<file path="config.mk">
export PLATFORM = sky130hd
export DESIGN_NAME = sensor_adc_channel_config
export DESIGN_NICKNAME = d
export VERILOG_FILES = /design/src/design/sensor_cfg_pkg.sv /design/src/design/sensor_adc_channel_config.sv /design/src/design/conv_aligner.sv
export SDC_FILE = /design/constraint.sdc
export NUM_CORES = 1
export LEC_CHECK = 0
export BUFFER_PORTS_ARGS = -buffer_cell sky130_fd_sc_hd__buf_2
export CAP_MARGIN = 25
export CORE_MARGIN = 2
export CORE_UTILIZATION = 52
export DETAILED_ROUTE_END_ITERATION = 6
export PLACE_DENSITY_LB_ADDON = 0.15
export SYNTH_ARGS = -nofsm -noshare
export SYNTH_HDL_FRONTEND = slang
export SYNTH_SLANG_ARGS = --single-unit
</file>
<file path="constraint.sdc">
create_clock -name clk_in -period 4.2 [get_ports clk_in]
set_input_delay 0 -clock clk_in [delete_from_list [all_inputs] [get_ports clk_in]]
set_output_delay 0 -clock clk_in [all_outputs]
set_load 0.02 [all_outputs]
</file>
<file path="src/design/sensor_cfg_pkg.sv">
package sensor_cfg_pkg;

   // ---------------------------------------------------------------
   // register map
   // ---------------------------------------------------------------
   localparam logic [7:0] PROX_ALIGN_OFS = 8'h05;
   localparam logic [7:0] AMB_ALIGN_OFS = 8'h06;
   localparam logic [7:0] PROX1_SEL_OFS = 8'h07;
   localparam logic [7:0] MEAS_MODE_OFS = 8'h0C;

   // reset values
   localparam logic [7:0] PROX_ALIGN_RST = 8'h00;
   localparam logic [7:0] AMB_ALIGN_RST = 8'h00;
   localparam logic [7:0] PROX1_SEL_RST = 8'h03;
   localparam logic [7:0] MEAS_MODE_RST = 8'h04;

   // writable bits; reserved bits store nothing and read zero
   localparam logic [7:0] PROX_ALIGN_MASK = 8'h70;
   localparam logic [7:0] AMB_ALIGN_MASK = 8'h30;
   localparam logic [7:0] PROX1_SEL_MASK = 8'hFF;
   localparam logic [7:0] MEAS_MODE_MASK = 8'h04;

   // ---------------------------------------------------------------
   // field positions
   // ---------------------------------------------------------------
   localparam int PROX3_LOW_BIT = 6;
   localparam int PROX2_LOW_BIT = 5;
   localparam int PROX1_LOW_BIT = 4;
   // bit 5 steers the visible channel, bit 4 the infrared one
   localparam int AMB_VIS_LOW_BIT = 5;
   localparam int AMB_IR_LOW_BIT = 4;
   localparam int MEAS_MODE_BIT = 2;

   // ---------------------------------------------------------------
   // input select codes
   // ---------------------------------------------------------------
   localparam logic [7:0] SEL_LARGE_IR = 8'h03;
   localparam logic [7:0] SEL_SMALL_IR = 8'h00;
   localparam logic [7:0] SEL_VISIBLE = 8'h02;
   localparam logic [7:0] SEL_NO_DIODE = 8'h06;
   localparam logic [7:0] SEL_GROUND = 8'h25;
   localparam logic [7:0] SEL_TEMPERATURE = 8'h65;
   localparam logic [7:0] SEL_SUPPLY = 8'h75;

   // converter widths
   localparam int CONV_W = 17;
   localparam int RESULT_W = 16;

   // ---------------------------------------------------------------
   // channels and carriers
   // ---------------------------------------------------------------
   typedef enum logic [2:0] {
      CH_PROX1,
      CH_PROX2,
      CH_PROX3,
      CH_AMB_VIS,
      CH_AMB_IR
   } chan_e;

   typedef struct packed {
      logic valid;
      chan_e chan;
      logic [CONV_W-1:0] data;
   } conv_s;

   typedef struct packed {
      logic valid;
      chan_e chan;
      logic [RESULT_W-1:0] data;
   } result_s;

endpackage : sensor_cfg_pkg

</file>
<file path="src/design/sensor_adc_channel_config.sv">
// Decided for this implementation: the strobed register port.
`timescale 1ns/100ps
`default_nettype none

module sensor_adc_channel_config (
   input wire logic clk_in,
   input wire logic arst_n_in,
   input wire logic [7:0] reg_addr_in,
   input wire logic [7:0] reg_wdata_in,
   input wire logic reg_wr_in,
   input wire logic reg_rd_in,
   input wire sensor_cfg_pkg::conv_s conv_in,
   output logic [7:0] reg_rdata_out,
   output sensor_cfg_pkg::result_s result_out,
   output logic [7:0] prox1_input_select_out,
   output logic led_drive_enable_out,
   output logic select_code_legal_out
);
   import sensor_cfg_pkg::*;

   // ---------------------------------------------------------------
   // state
   // ---------------------------------------------------------------
   typedef struct packed {
      logic [7:0] prox_align;
      logic [7:0] amb_align;
      logic [7:0] prox1_sel;
      logic [7:0] meas_mode;
      logic [7:0] rdata;
      result_s res;
      logic legal;
   } state_s;

   state_s state_r;
   state_s state_nxt;
   logic [RESULT_W-1:0] aligned;
   logic low_sel;

   // ---------------------------------------------------------------
   // helpers
   // ---------------------------------------------------------------
   // picks the alignment bit that belongs to a channel
   function automatic logic chan_low_sel(
      input chan_e chan,
      input logic [7:0] pa,
      input logic [7:0] aa
   );
      logic sel;
      sel = 1'b0;
      case (chan)
         CH_PROX1: sel = pa[PROX1_LOW_BIT];
         CH_PROX2: sel = pa[PROX2_LOW_BIT];
         CH_PROX3: sel = pa[PROX3_LOW_BIT];
         CH_AMB_VIS: sel = aa[AMB_VIS_LOW_BIT];
         CH_AMB_IR: sel = aa[AMB_IR_LOW_BIT];
         default: sel = 1'b0;
      endcase
      return sel;
   endfunction : chan_low_sel

   // true for a channel code the converter really has
   function automatic logic chan_known(input chan_e chan);
      return (chan == CH_PROX1) || (chan == CH_PROX2) ||
         (chan == CH_PROX3) || (chan == CH_AMB_VIS) ||
         (chan == CH_AMB_IR);
   endfunction : chan_known

   // which select codes make sense in the current measurement mode
   function automatic logic code_legal(
      input logic [7:0] code,
      input logic prox_mode
   );
      logic ok;
      ok = (code == SEL_LARGE_IR) || (code == SEL_SMALL_IR);
      if (!prox_mode) begin
         ok = ok || (code == SEL_VISIBLE)
            || (code == SEL_NO_DIODE)
            || (code == SEL_GROUND)
            || (code == SEL_TEMPERATURE)
            || (code == SEL_SUPPLY);
      end
      return ok;
   endfunction : code_legal

   // read mux; unmapped offsets answer zero
   function automatic logic [7:0] read_mux(
      input logic [7:0] addr,
      input state_s s
   );
      logic [7:0] d;
      d = 8'h00;
      case (addr)
         PROX_ALIGN_OFS: d = s.prox_align;
         AMB_ALIGN_OFS: d = s.amb_align;
         PROX1_SEL_OFS: d = s.prox1_sel;
         MEAS_MODE_OFS: d = s.meas_mode;
         default: d = 8'h00;
      endcase
      return d;
   endfunction : read_mux

   // ---------------------------------------------------------------
   // result alignment
   // ---------------------------------------------------------------
   // the bit in force when the sample arrives decides its window
   assign low_sel = chan_low_sel(conv_in.chan, state_r.prox_align,
      state_r.amb_align);

   conv_aligner #(
      .IN_W(CONV_W),
      .OUT_W(RESULT_W)
   ) u_aligner (
      .raw_in(conv_in.data),
      .low_sel_in(low_sel),
      .aligned_out(aligned)
   );

   // ---------------------------------------------------------------
   // next state
   // ---------------------------------------------------------------
   always_comb begin
      state_nxt = state_r;
      // register writes; reserved bits are masked off so a careless
      // host cannot leave stray state there
      if (reg_wr_in) begin
         case (reg_addr_in)
            PROX_ALIGN_OFS:
               state_nxt.prox_align = reg_wdata_in & PROX_ALIGN_MASK;
            AMB_ALIGN_OFS:
               state_nxt.amb_align = reg_wdata_in & AMB_ALIGN_MASK;
            PROX1_SEL_OFS:
               state_nxt.prox1_sel = reg_wdata_in & PROX1_SEL_MASK;
            MEAS_MODE_OFS:
               state_nxt.meas_mode = reg_wdata_in & MEAS_MODE_MASK;
            default: begin
            end
         endcase
      end
      // read data stand for one cycle only, zero otherwise
      if (reg_rd_in) begin
         state_nxt.rdata = read_mux(reg_addr_in, state_r);
      end else begin
         state_nxt.rdata = 8'h00;
      end
      // one result per sample of a known channel, one cycle later
      state_nxt.res.valid = conv_in.valid && chan_known(conv_in.chan);
      state_nxt.res.chan = conv_in.chan;
      state_nxt.res.data = aligned;
      // legality follows the settings that will be in force
      state_nxt.legal = code_legal(state_nxt.prox1_sel,
         state_nxt.meas_mode[MEAS_MODE_BIT]);
   end

   // ---------------------------------------------------------------
   // registers
   // ---------------------------------------------------------------
   always_ff @(posedge clk_in or negedge arst_n_in) begin
      if (!arst_n_in) begin
         state_r.prox_align <= PROX_ALIGN_RST;
         state_r.amb_align <= AMB_ALIGN_RST;
         state_r.prox1_sel <= PROX1_SEL_RST;
         state_r.meas_mode <= MEAS_MODE_RST;
         state_r.rdata <= 8'h00;
         state_r.res <= '0;
         state_r.legal <= 1'b1;
      end else begin
         state_r <= state_nxt;
      end
   end

   // ---------------------------------------------------------------
   // outputs
   // ---------------------------------------------------------------
   assign reg_rdata_out = state_r.rdata;
   assign result_out = state_r.res;
   assign prox1_input_select_out = state_r.prox1_sel;
   // raw mode kills every led pulse for the proximity channels
   assign led_drive_enable_out = state_r.meas_mode[MEAS_MODE_BIT];
   assign select_code_legal_out = state_r.legal;
endmodule : sensor_adc_channel_config

`default_nettype wire

</file>
<file path="src/design/conv_aligner.sv">
`timescale 1ns/100ps
`default_nettype none

module conv_aligner #(
   parameter int IN_W = 17,
   parameter int OUT_W = 16
) (
   input wire logic [IN_W-1:0] raw_in,
   input wire logic low_sel_in,
   output logic [OUT_W-1:0] aligned_out
);

   // ---------------------------------------------------------------
   // window choice
   // ---------------------------------------------------------------
   // low window keeps resolution but may wrap on bright scenes;
   // high window drops the lsb and never wraps
   always_comb begin
      if (low_sel_in) begin
         aligned_out = raw_in[OUT_W-1:0];
      end else begin
         aligned_out = raw_in[IN_W-1:IN_W-OUT_W];
      end
   end

endmodule : conv_aligner

`default_nettype wire

</file>
==> results of run 1 <==
## worst max-delay path: cells and delay by family (launching register included)
family	cells	cell delay [ns]
compound gates	1	0.12
buf+inv	2	0.85
mux	1	0.37
simple gates	1	0.52
flops	1	0.40
## cell type report
cell class	count	area (sq um)	share of cell area
Clock buffer	6	72.57	0.02627
Clock inverter	2	60.06	0.02174
Inverter	7	26.28	0.009511
Tap cell	50	62.56	0.02264
Multi-Input combinational cell	88	701.9	0.2541
Sequential cell	43	1081	0.3913
Timing Repair Buffer	115	758.2	0.2745
## registers in the layout, summed over array words and instances, names as in the netlist
register                flops
result_out                 20
state_r                     5
led_drive_enable_out        1
reg_rdata_out               8
select_code_legal_out       1
prox1_input_select_out      8
## cell usage after synthesis
cell / count
a21boi_0: 1
clkbuf_1: 2
nor3_4: 1
o21ai_0: 7
nor3_1: 6
nand3_1: 3
dfrtp_1: 39
or4_4: 1
or4b_2: 1
a22oi_1: 2
nand3b_1: 1
maj3_1: 2
nand4b_1: 1
a31oi_1: 1
a211oi_2: 1
mux2i_1: 2
mux2_2: 27
nand2b_1: 1
nor2b_1: 2
buf_4: 36
and2_1: 3
or3b_2: 1
a21oi_1: 3
a221o_1: 1
o211ai_1: 1
a41oi_1: 1
nor2_1: 4
or4_1: 1
nor4_1: 3
nor4b_1: 2
a211oi_1: 1
dfstp_2: 4
nand2_1: 6
inv_1: 7
buf_2: 2
o22ai_1: 1
## cells by family after synthesis
group,after synthesis,share of synthesized area
buf+inv,47,0.1498
flops,43,0.5155
simple gates,37,0.1080
mux,29,0.1545
compound gates,20,0.06265
fa+ha+maj,2,0.009547
## path summary, 6_finish.rpt
| check | from | end | slack, ns | depth (start not counted) |
|---|---|---|---|---|
| max | state_r[57] | result_out[14] | 1.82 | 5 |
| min | reg_wdata_in[2] | prox1_input_select_out[2] | 0.003 | 2 |
| max reg2reg | state_r[57] | result_out[14] | 1.82 | 5 |
| min reg2reg | state_r[57] | state_r[57] | 0.52 | 2 |
| max in group asynchronous | arst_n_in | prox1_input_select_out[2] | 3.25 | 2 |
| min in group asynchronous | arst_n_in | state_r[59] | 0.39 | 2 |
## stage by stage
stage | setup slack [ns] | hold slack (ns) | instances | util
2_1_floorplan | 2.325 | -0.2956 | 178 | -
3_3_place_gp | 2.182 | 0.1525 | 267 | 0.5757
3_5_place_dp | 2.113 | 0.1620 | 267 | 0.5757
4_1_cts | 1.851 | 0.001391 | 311 | 0.7007
5_1_grt | 1.758 | 0.006904 | 311 | 0.7007
6_report | 1.816 | 0.002731 | 311 | 0.7007
## power groups by stage
stage	Sequential, W	Combinational, W	Clock (W)
global placement	0.000455	0.000122	0
CTS	0.000448	0.000154	0.000376
floorplan	0.000456	0.0000902	0
global route	0.000451	0.000168	0.000401
finish	0.000449	0.000155	0.000371
detailed placement	0.000456	0.000126	0
## metal layers
metal | wire (microns) | up-vias
met5 | 0 | -
met4 | 48 | 0
met3 | 288 | 4
met2 | 2362 | 50
met1 | 1813 | 743
li1 | - | 750
## timing repair
action / in CTS / in global routing
hold endpoints to repair: 68 / 0
hold buffers: 36 / 0
resized for setup: 0 / 0
==> out/qor.csv, run 1 <==
stage;metric;value;unit
global_route;global-route wire length before repair;6.879;mm
global_route;largest net degree at the start of global routing;44;
clock_network;TritonCTS Buffers;5;
power;leakage;1.350;nW
placed_design;hpwl dp;3.156;mm
die;Initial Util;0.5319;
clock_network;Reg clk slew, reported paths;0.08;ns
clock_network;TritonCTS Sinks;43;
die;DIE AREA;4557;sq um
clock_network;TritonCTS clock tree;done;
job;Max Cap Viol;0;
clock_network;Clock Path Buffers;2;
routing;# DRC;0;
sta;Final min period;2.384;ns
clock_network;post-CTS setup buffer count;0;
power;Total Power;0.0009742;W
sta;max-slew violations;0;
global_route;Tot GR Track Use;0.2088;
cells_and_area;commonest non-fill, non-tap cell in the layout;buf_2;
sta;Setup TNS Final;0;ns
clock_network;clock root buffer;clkbuf_8;
global_route;gr ovfl total;0;
die;Die X;67.51;microns
sta;Clock Skews;0.005872;ns
sta;final hold viol count;0;
die;I/O pin count;79;
routing;WL per Instance;14.51;microns
die;CORE AREA;3943;sq um
setup_path;worst path required time;4.37;ns
power;Clk network pwr share;0.381;
setup_path;Critical Path AT;2.56;ns
setup_path;Critical Path Max Stage Delay;0.57;ns
cells_and_area;fillers;301;
global_route;initial antenna violation count;0;
die;Std-Cell Rows;23;
cells_and_area;Synth-to-Final Area Change;31.74;%
worst_hold_path;HP Class;input pin to register;
cells_and_area;final net count;301;
cells_and_area;commonest cells after routing, fill and taps aside;78 x buf_2, 39 x dfrtp_1, 36 x dlygate4sd3_1;
synthesis;syn_nets;219;
synthesis;dominant cell type by area after synthesis;dfrtp_1;
synthesis;Yosys reg bits;43;
synthesis;Distinct cells, synth;36;
cells_and_area;# diodes;0;
routing;ANT nets after route;0;
placed_design;PortBufs;78;
sta;pin slew with the least headroom to its limit;0.9228;ns
power;Internal;0.0007508;W
routing;Initial DRC Count;31;
cells_and_area;Finished Cell Area;2763;sq um
clock_network;Clk Latency, worst-skew pair;0.29;ns
power;Switching Power;0.0002234;W
routing;drt pass-1 iters;5;
routing;final wirelength;4.512;mm
sta;final setup fails;0;
power;maximum VDD drop;0.0002447;V
global_route;global routing usage on met1;0.2199;
sta;Slew Limit Headroom;0.3848;
cells_and_area;share of cells above drive strength 1;0.4674;
setup_path;Worst Setup Path Type;register to register;
setup_path;critical path cell sequence;or4_1, o211ai_1, buf_4, mux2_2, dlygate4sd3_1;
setup_path;slowest stage cell, crit path;dlygate4sd3_1;
placed_design;placed cell area;2270;sq um
global_route;vias in the first global route;1547;
setup_path;CP endpoint kind;register;
routing;Vias/cell;4.974;
synthesis;Cells after Synth;178;
clock_network;H-tree Lvls;2;
sta;RSZ-0062 raised after global routing;false;
synthesis;Syn Area/Cell;11.78;sq um
synthesis;sequential share of the synthesized area;0.5155;
die;chip height;67.51;microns
power;pwr/cell area;352.6;nW/um^2
routing;detailed-route via count;1547;
status;status;complete, no violations;
synthesis;share of the synthesized area in the top cell type;0.4654;
sta;Max Fclk;419.5;MHz
setup_path;Startpoint Class;register;
power;Logic pwr share;0.159;
power;Flop pwr share;0.460;
global_route;met2 Use GR;0.4032;
global_route;GR peak layer;met2;
global_route;M3 GR Usage;0.04667;
placed_design;Placer Congestion;0.7784;
power;switching share of power;0.2293;
sta;fin crit share;0.5675;
synthesis;top post-synthesis cells by area;dfrtp_1 47%, mux2_2 14%, buf_4 13%;
synthesis;Synth Cell Area;2097;sq um
synthesis;Ys Warns;0;
setup_path;Max FO, Critical Path;16;
No activity file was read; power rests on OpenSTA's default activity.
==> run 2, diff against run 1 <==
ABC_AREA = 1   (was not set)
CORE_UTILIZATION = 50   (was 52)
clock period = 2.4 ns   (was 4.2 ns; I/O delays follow)
==> run 2 against run 1 <==
Effect of this change: total power rose by 57%; cell count rose by 32%; utilization fell by 4.2 points; flip-flop and latch count did not move; highest routed layer unchanged; non-clock buffer count rose by 3; clock power rose by 22%; routed wire length rose by 6.2%; synthesized cell count rose by 54%.
==> out/qor.csv, run 2 <==
stage;metric;value;unit
synthesis;Cells after Synth;275;
placed_design;Placer Congestion;0.7894;
sta;fin crit share;0.8642;
sta;final hold slack;0.01654;ns
synthesis;count of flip-flops with a built-in enable after synthesis;0;
sta;Max Fclk;482.2;MHz
synthesis;Post-synth top flop;dfrtp_1;
synthesis;syn_nets;316;
cells_and_area;Synth-to-Final Area Change;27.42;%
setup_path;Max FO, Critical Path;17;
cells_and_area;area of the multi-input gates;720.7;sq um
synthesis;area share of fa/ha/maj cells after synthesis;0;
status;status;complete, no violations;
sta;Final min period;2.074;ns
setup_path;CP endpoint kind;register;
clock_network;cts repair resizes;0;
die;Initial Util;0.5167;
die;DIE AREA;5052;sq um
sta;Clock Skews;0.008252;ns
routing;WL per Instance;11.71;microns
routing;detailed-route via count;1902;
cells_and_area;commonest cells after routing, fill and taps aside;90 x nand2_1, 78 x buf_2, 39 x dfrtp_1;
worst_hold_path;HP Class;input pin to register;
synthesis;dominant cell type by area after synthesis;dfrtp_1;
clock_network;Reg clk slew, reported paths;0.07;ns
sta;Setup TNS Final;0;ns
cells_and_area;commonest non-fill, non-tap cell in the layout;nand2_1;
cells_and_area;# diodes;0;
clock_network;Clock Path Buffers;2;
sta;Slew Limit Headroom;0.6084;
job;Max Cap Viol;0;
routing;# DRC;0;
global_route;Tot GR Track Use;0.1927;
synthesis;simple-gate share of the synthesized area;0.2775;
sta;RSZ-0062 raised after global routing;false;
setup_path;Critical Path AT;2.24;ns
sta;PnR worst setup slack;0.3260;ns
clock_network;H-tree Lvls;2;
setup_path;most numerous cell on the critical path;nand2_1;
power;leakage;1.593;nW
placed_design;Place WS;0.7240;ns
cells_and_area;final net count;398;
routing;Vias/cell;4.650;
synthesis;list of most frequent post-synthesis cells;90 x nand2_1, 39 x buf_4, 39 x dfrtp_1, 31 x inv_1, 22 x nand3_1;
sta;final hold viol count;0;
placed_design;PortBufs;78;
placed_design;hpwl dp;3.153;mm
global_route;vias in the first global route;1706;
setup_path;Critical Path Max Stage Delay;0.55;ns
cells_and_area;fin util;0.6583;
synthesis;Post-Synth XOR/XNOR Area;0;
die;Std-Cell Rows;24;
setup_path;worst path required time;2.57;ns
routing;drt pass-1 iters;6;
routing;final wirelength;4.790;mm
synthesis;main combinational cell family by area after synthesis;simple AND/OR/NAND/NOR gates;
synthesis;sequential share of the synthesized area;0.4805;
die;I/O pin count;79;
clock_network;clock root buffer;clkbuf_8;
cells_and_area;share of cells above drive strength 1;0.2969;
clock_network;TritonCTS Sinks;43;
die;Die X;71.08;microns
clock_network;TritonCTS clock tree;done;
clock_network;Clk Latency, worst-skew pair;0.29;ns
global_route;initial antenna violation count;0;
setup_path;critical path cell sequence;dlygate4sd3_1, buf_2, nor2_2, nand2_1, nand2_1, nand2_4, nand2_1, nand2_1, dlygate4sd3_1;
synthesis;multiplexer area fraction after synthesis;0.005006;
sta;final setup fails;0;
global_route;global-route wire length before repair;7.569;mm
die;chip height;71.08;microns
power;pwr/cell area;533.9;nW/um^2
power;maximum VDD drop;0.0002730;V
setup_path;Startpoint Class;input pin;
synthesis;Compound-Gate Fraction of Synth Area;0.03782;
clock_network;TritonCTS Buffers;5;
setup_path;slowest stage cell, crit path;dlygate4sd3_1;
sta;max-slew violations;0;
synthesis;count leader, synth;nand2_1;
synthesis;Distinct cells, synth;26;
synthesis;Yosys reg bits;43;
routing;Initial DRC Count;83;
routing;ANT nets after route;0;
setup_path;Worst Setup Path Type;input pin to register;
cells_and_area;Largest register FFs;20;
sta;pin slew with the least headroom to its limit;0.5860;ns
cells_and_area;flip-flop and latch area;1081;sq um
synthesis;top post-synthesis cells by area;dfrtp_1 43%, nand2_1 15%, buf_4 13%;
cells_and_area;fillers;384;
die;CORE AREA;4354;sq um
synthesis;Synth Cell Area;2250;sq um
synthesis;Syn Area/Cell;8.181;sq um
global_route;gr ovfl total;0;
synthesis;Ys Warns;0;
global_route;largest net degree at the start of global routing;44;
synthesis;Synth async-reset ratio;1.000;
synthesis;share of the synthesized area in the top cell type;0.4338;
run 2: cell families (layout without fill, tap and decap cells):
kind of cell	count (synthesis)	count (layout)
muxes	1	1
DFF	43	43
AOI/OAI and AO/OA	13	13
and+or+nand+nor	142	142
buffers and inverters	76	158
run 2: worst max-delay path, delay by kind of cell:
kind | cells | cell delay [ns]
buf+inv | 3 | 1.23
simple gates | 6 | 1.01
run 2: area by class of cell:
type	count	area share
multi-input cells	156	0.2514
clock inverters	1	0.001746
clock buffers	6	0.02881
well taps	52	0.02270
repair buffers	118	0.2750
inverters	33	0.04321
flip-flops and latches	43	0.3771
run 2: per-stage QoR:
step	power (W)	cell area (sq um)	cells
2_1_floorplan	0.0009726	2250	275
3_3_place_gp	0.001023	2381	362
3_5_place_dp	0.001027	2381	362
4_1_cts	0.001532	2809	403
5_1_grt	0.001617	2867	409
6_report	0.001531	2867	409
run 2: routing by layer:
metal,vias up,part of all wire,global-route usage
met1,867,0.44,0.2502
met2,52,0.50,0.3136
li1,979,-,-
met4,0,0.0065,0.05870
met3,4,0.055,0.05698
met5,-,0,0
run 2: worst paths after layout:
kind / cells after the start / start / endpoint / slack (ns)
min in group asynchronous: 3 / arst_n_in / result_out[6] / 0.21
max in group asynchronous: 3 / arst_n_in / led_drive_enable_out / 1.92
setup reg to reg: 6 / state_r[49] / result_out[11] / 0.45
setup / recovery: 9 / conv_in[18] / result_out[11] / 0.33
hold / removal: 3 / reg_wdata_in[5] / state_r[58] / 0.02
hold reg to reg: 2 / prox1_input_select_out[1] / prox1_input_select_out[1] / 0.51
run 2: what timing repair did:
action,in CTS,in global routing
setup buffers,0,5
endpoints found under the hold margin,63,0
hold buffers,34,0
setup endpoints to repair,0,9
run 2: power by group:
part           total (W)  internal (W)  switching, W
Combinational   0.000297      0.000132      0.000166
Sequential      0.000781      0.000765     0.0000162
Clock           0.000452      0.000226      0.000227
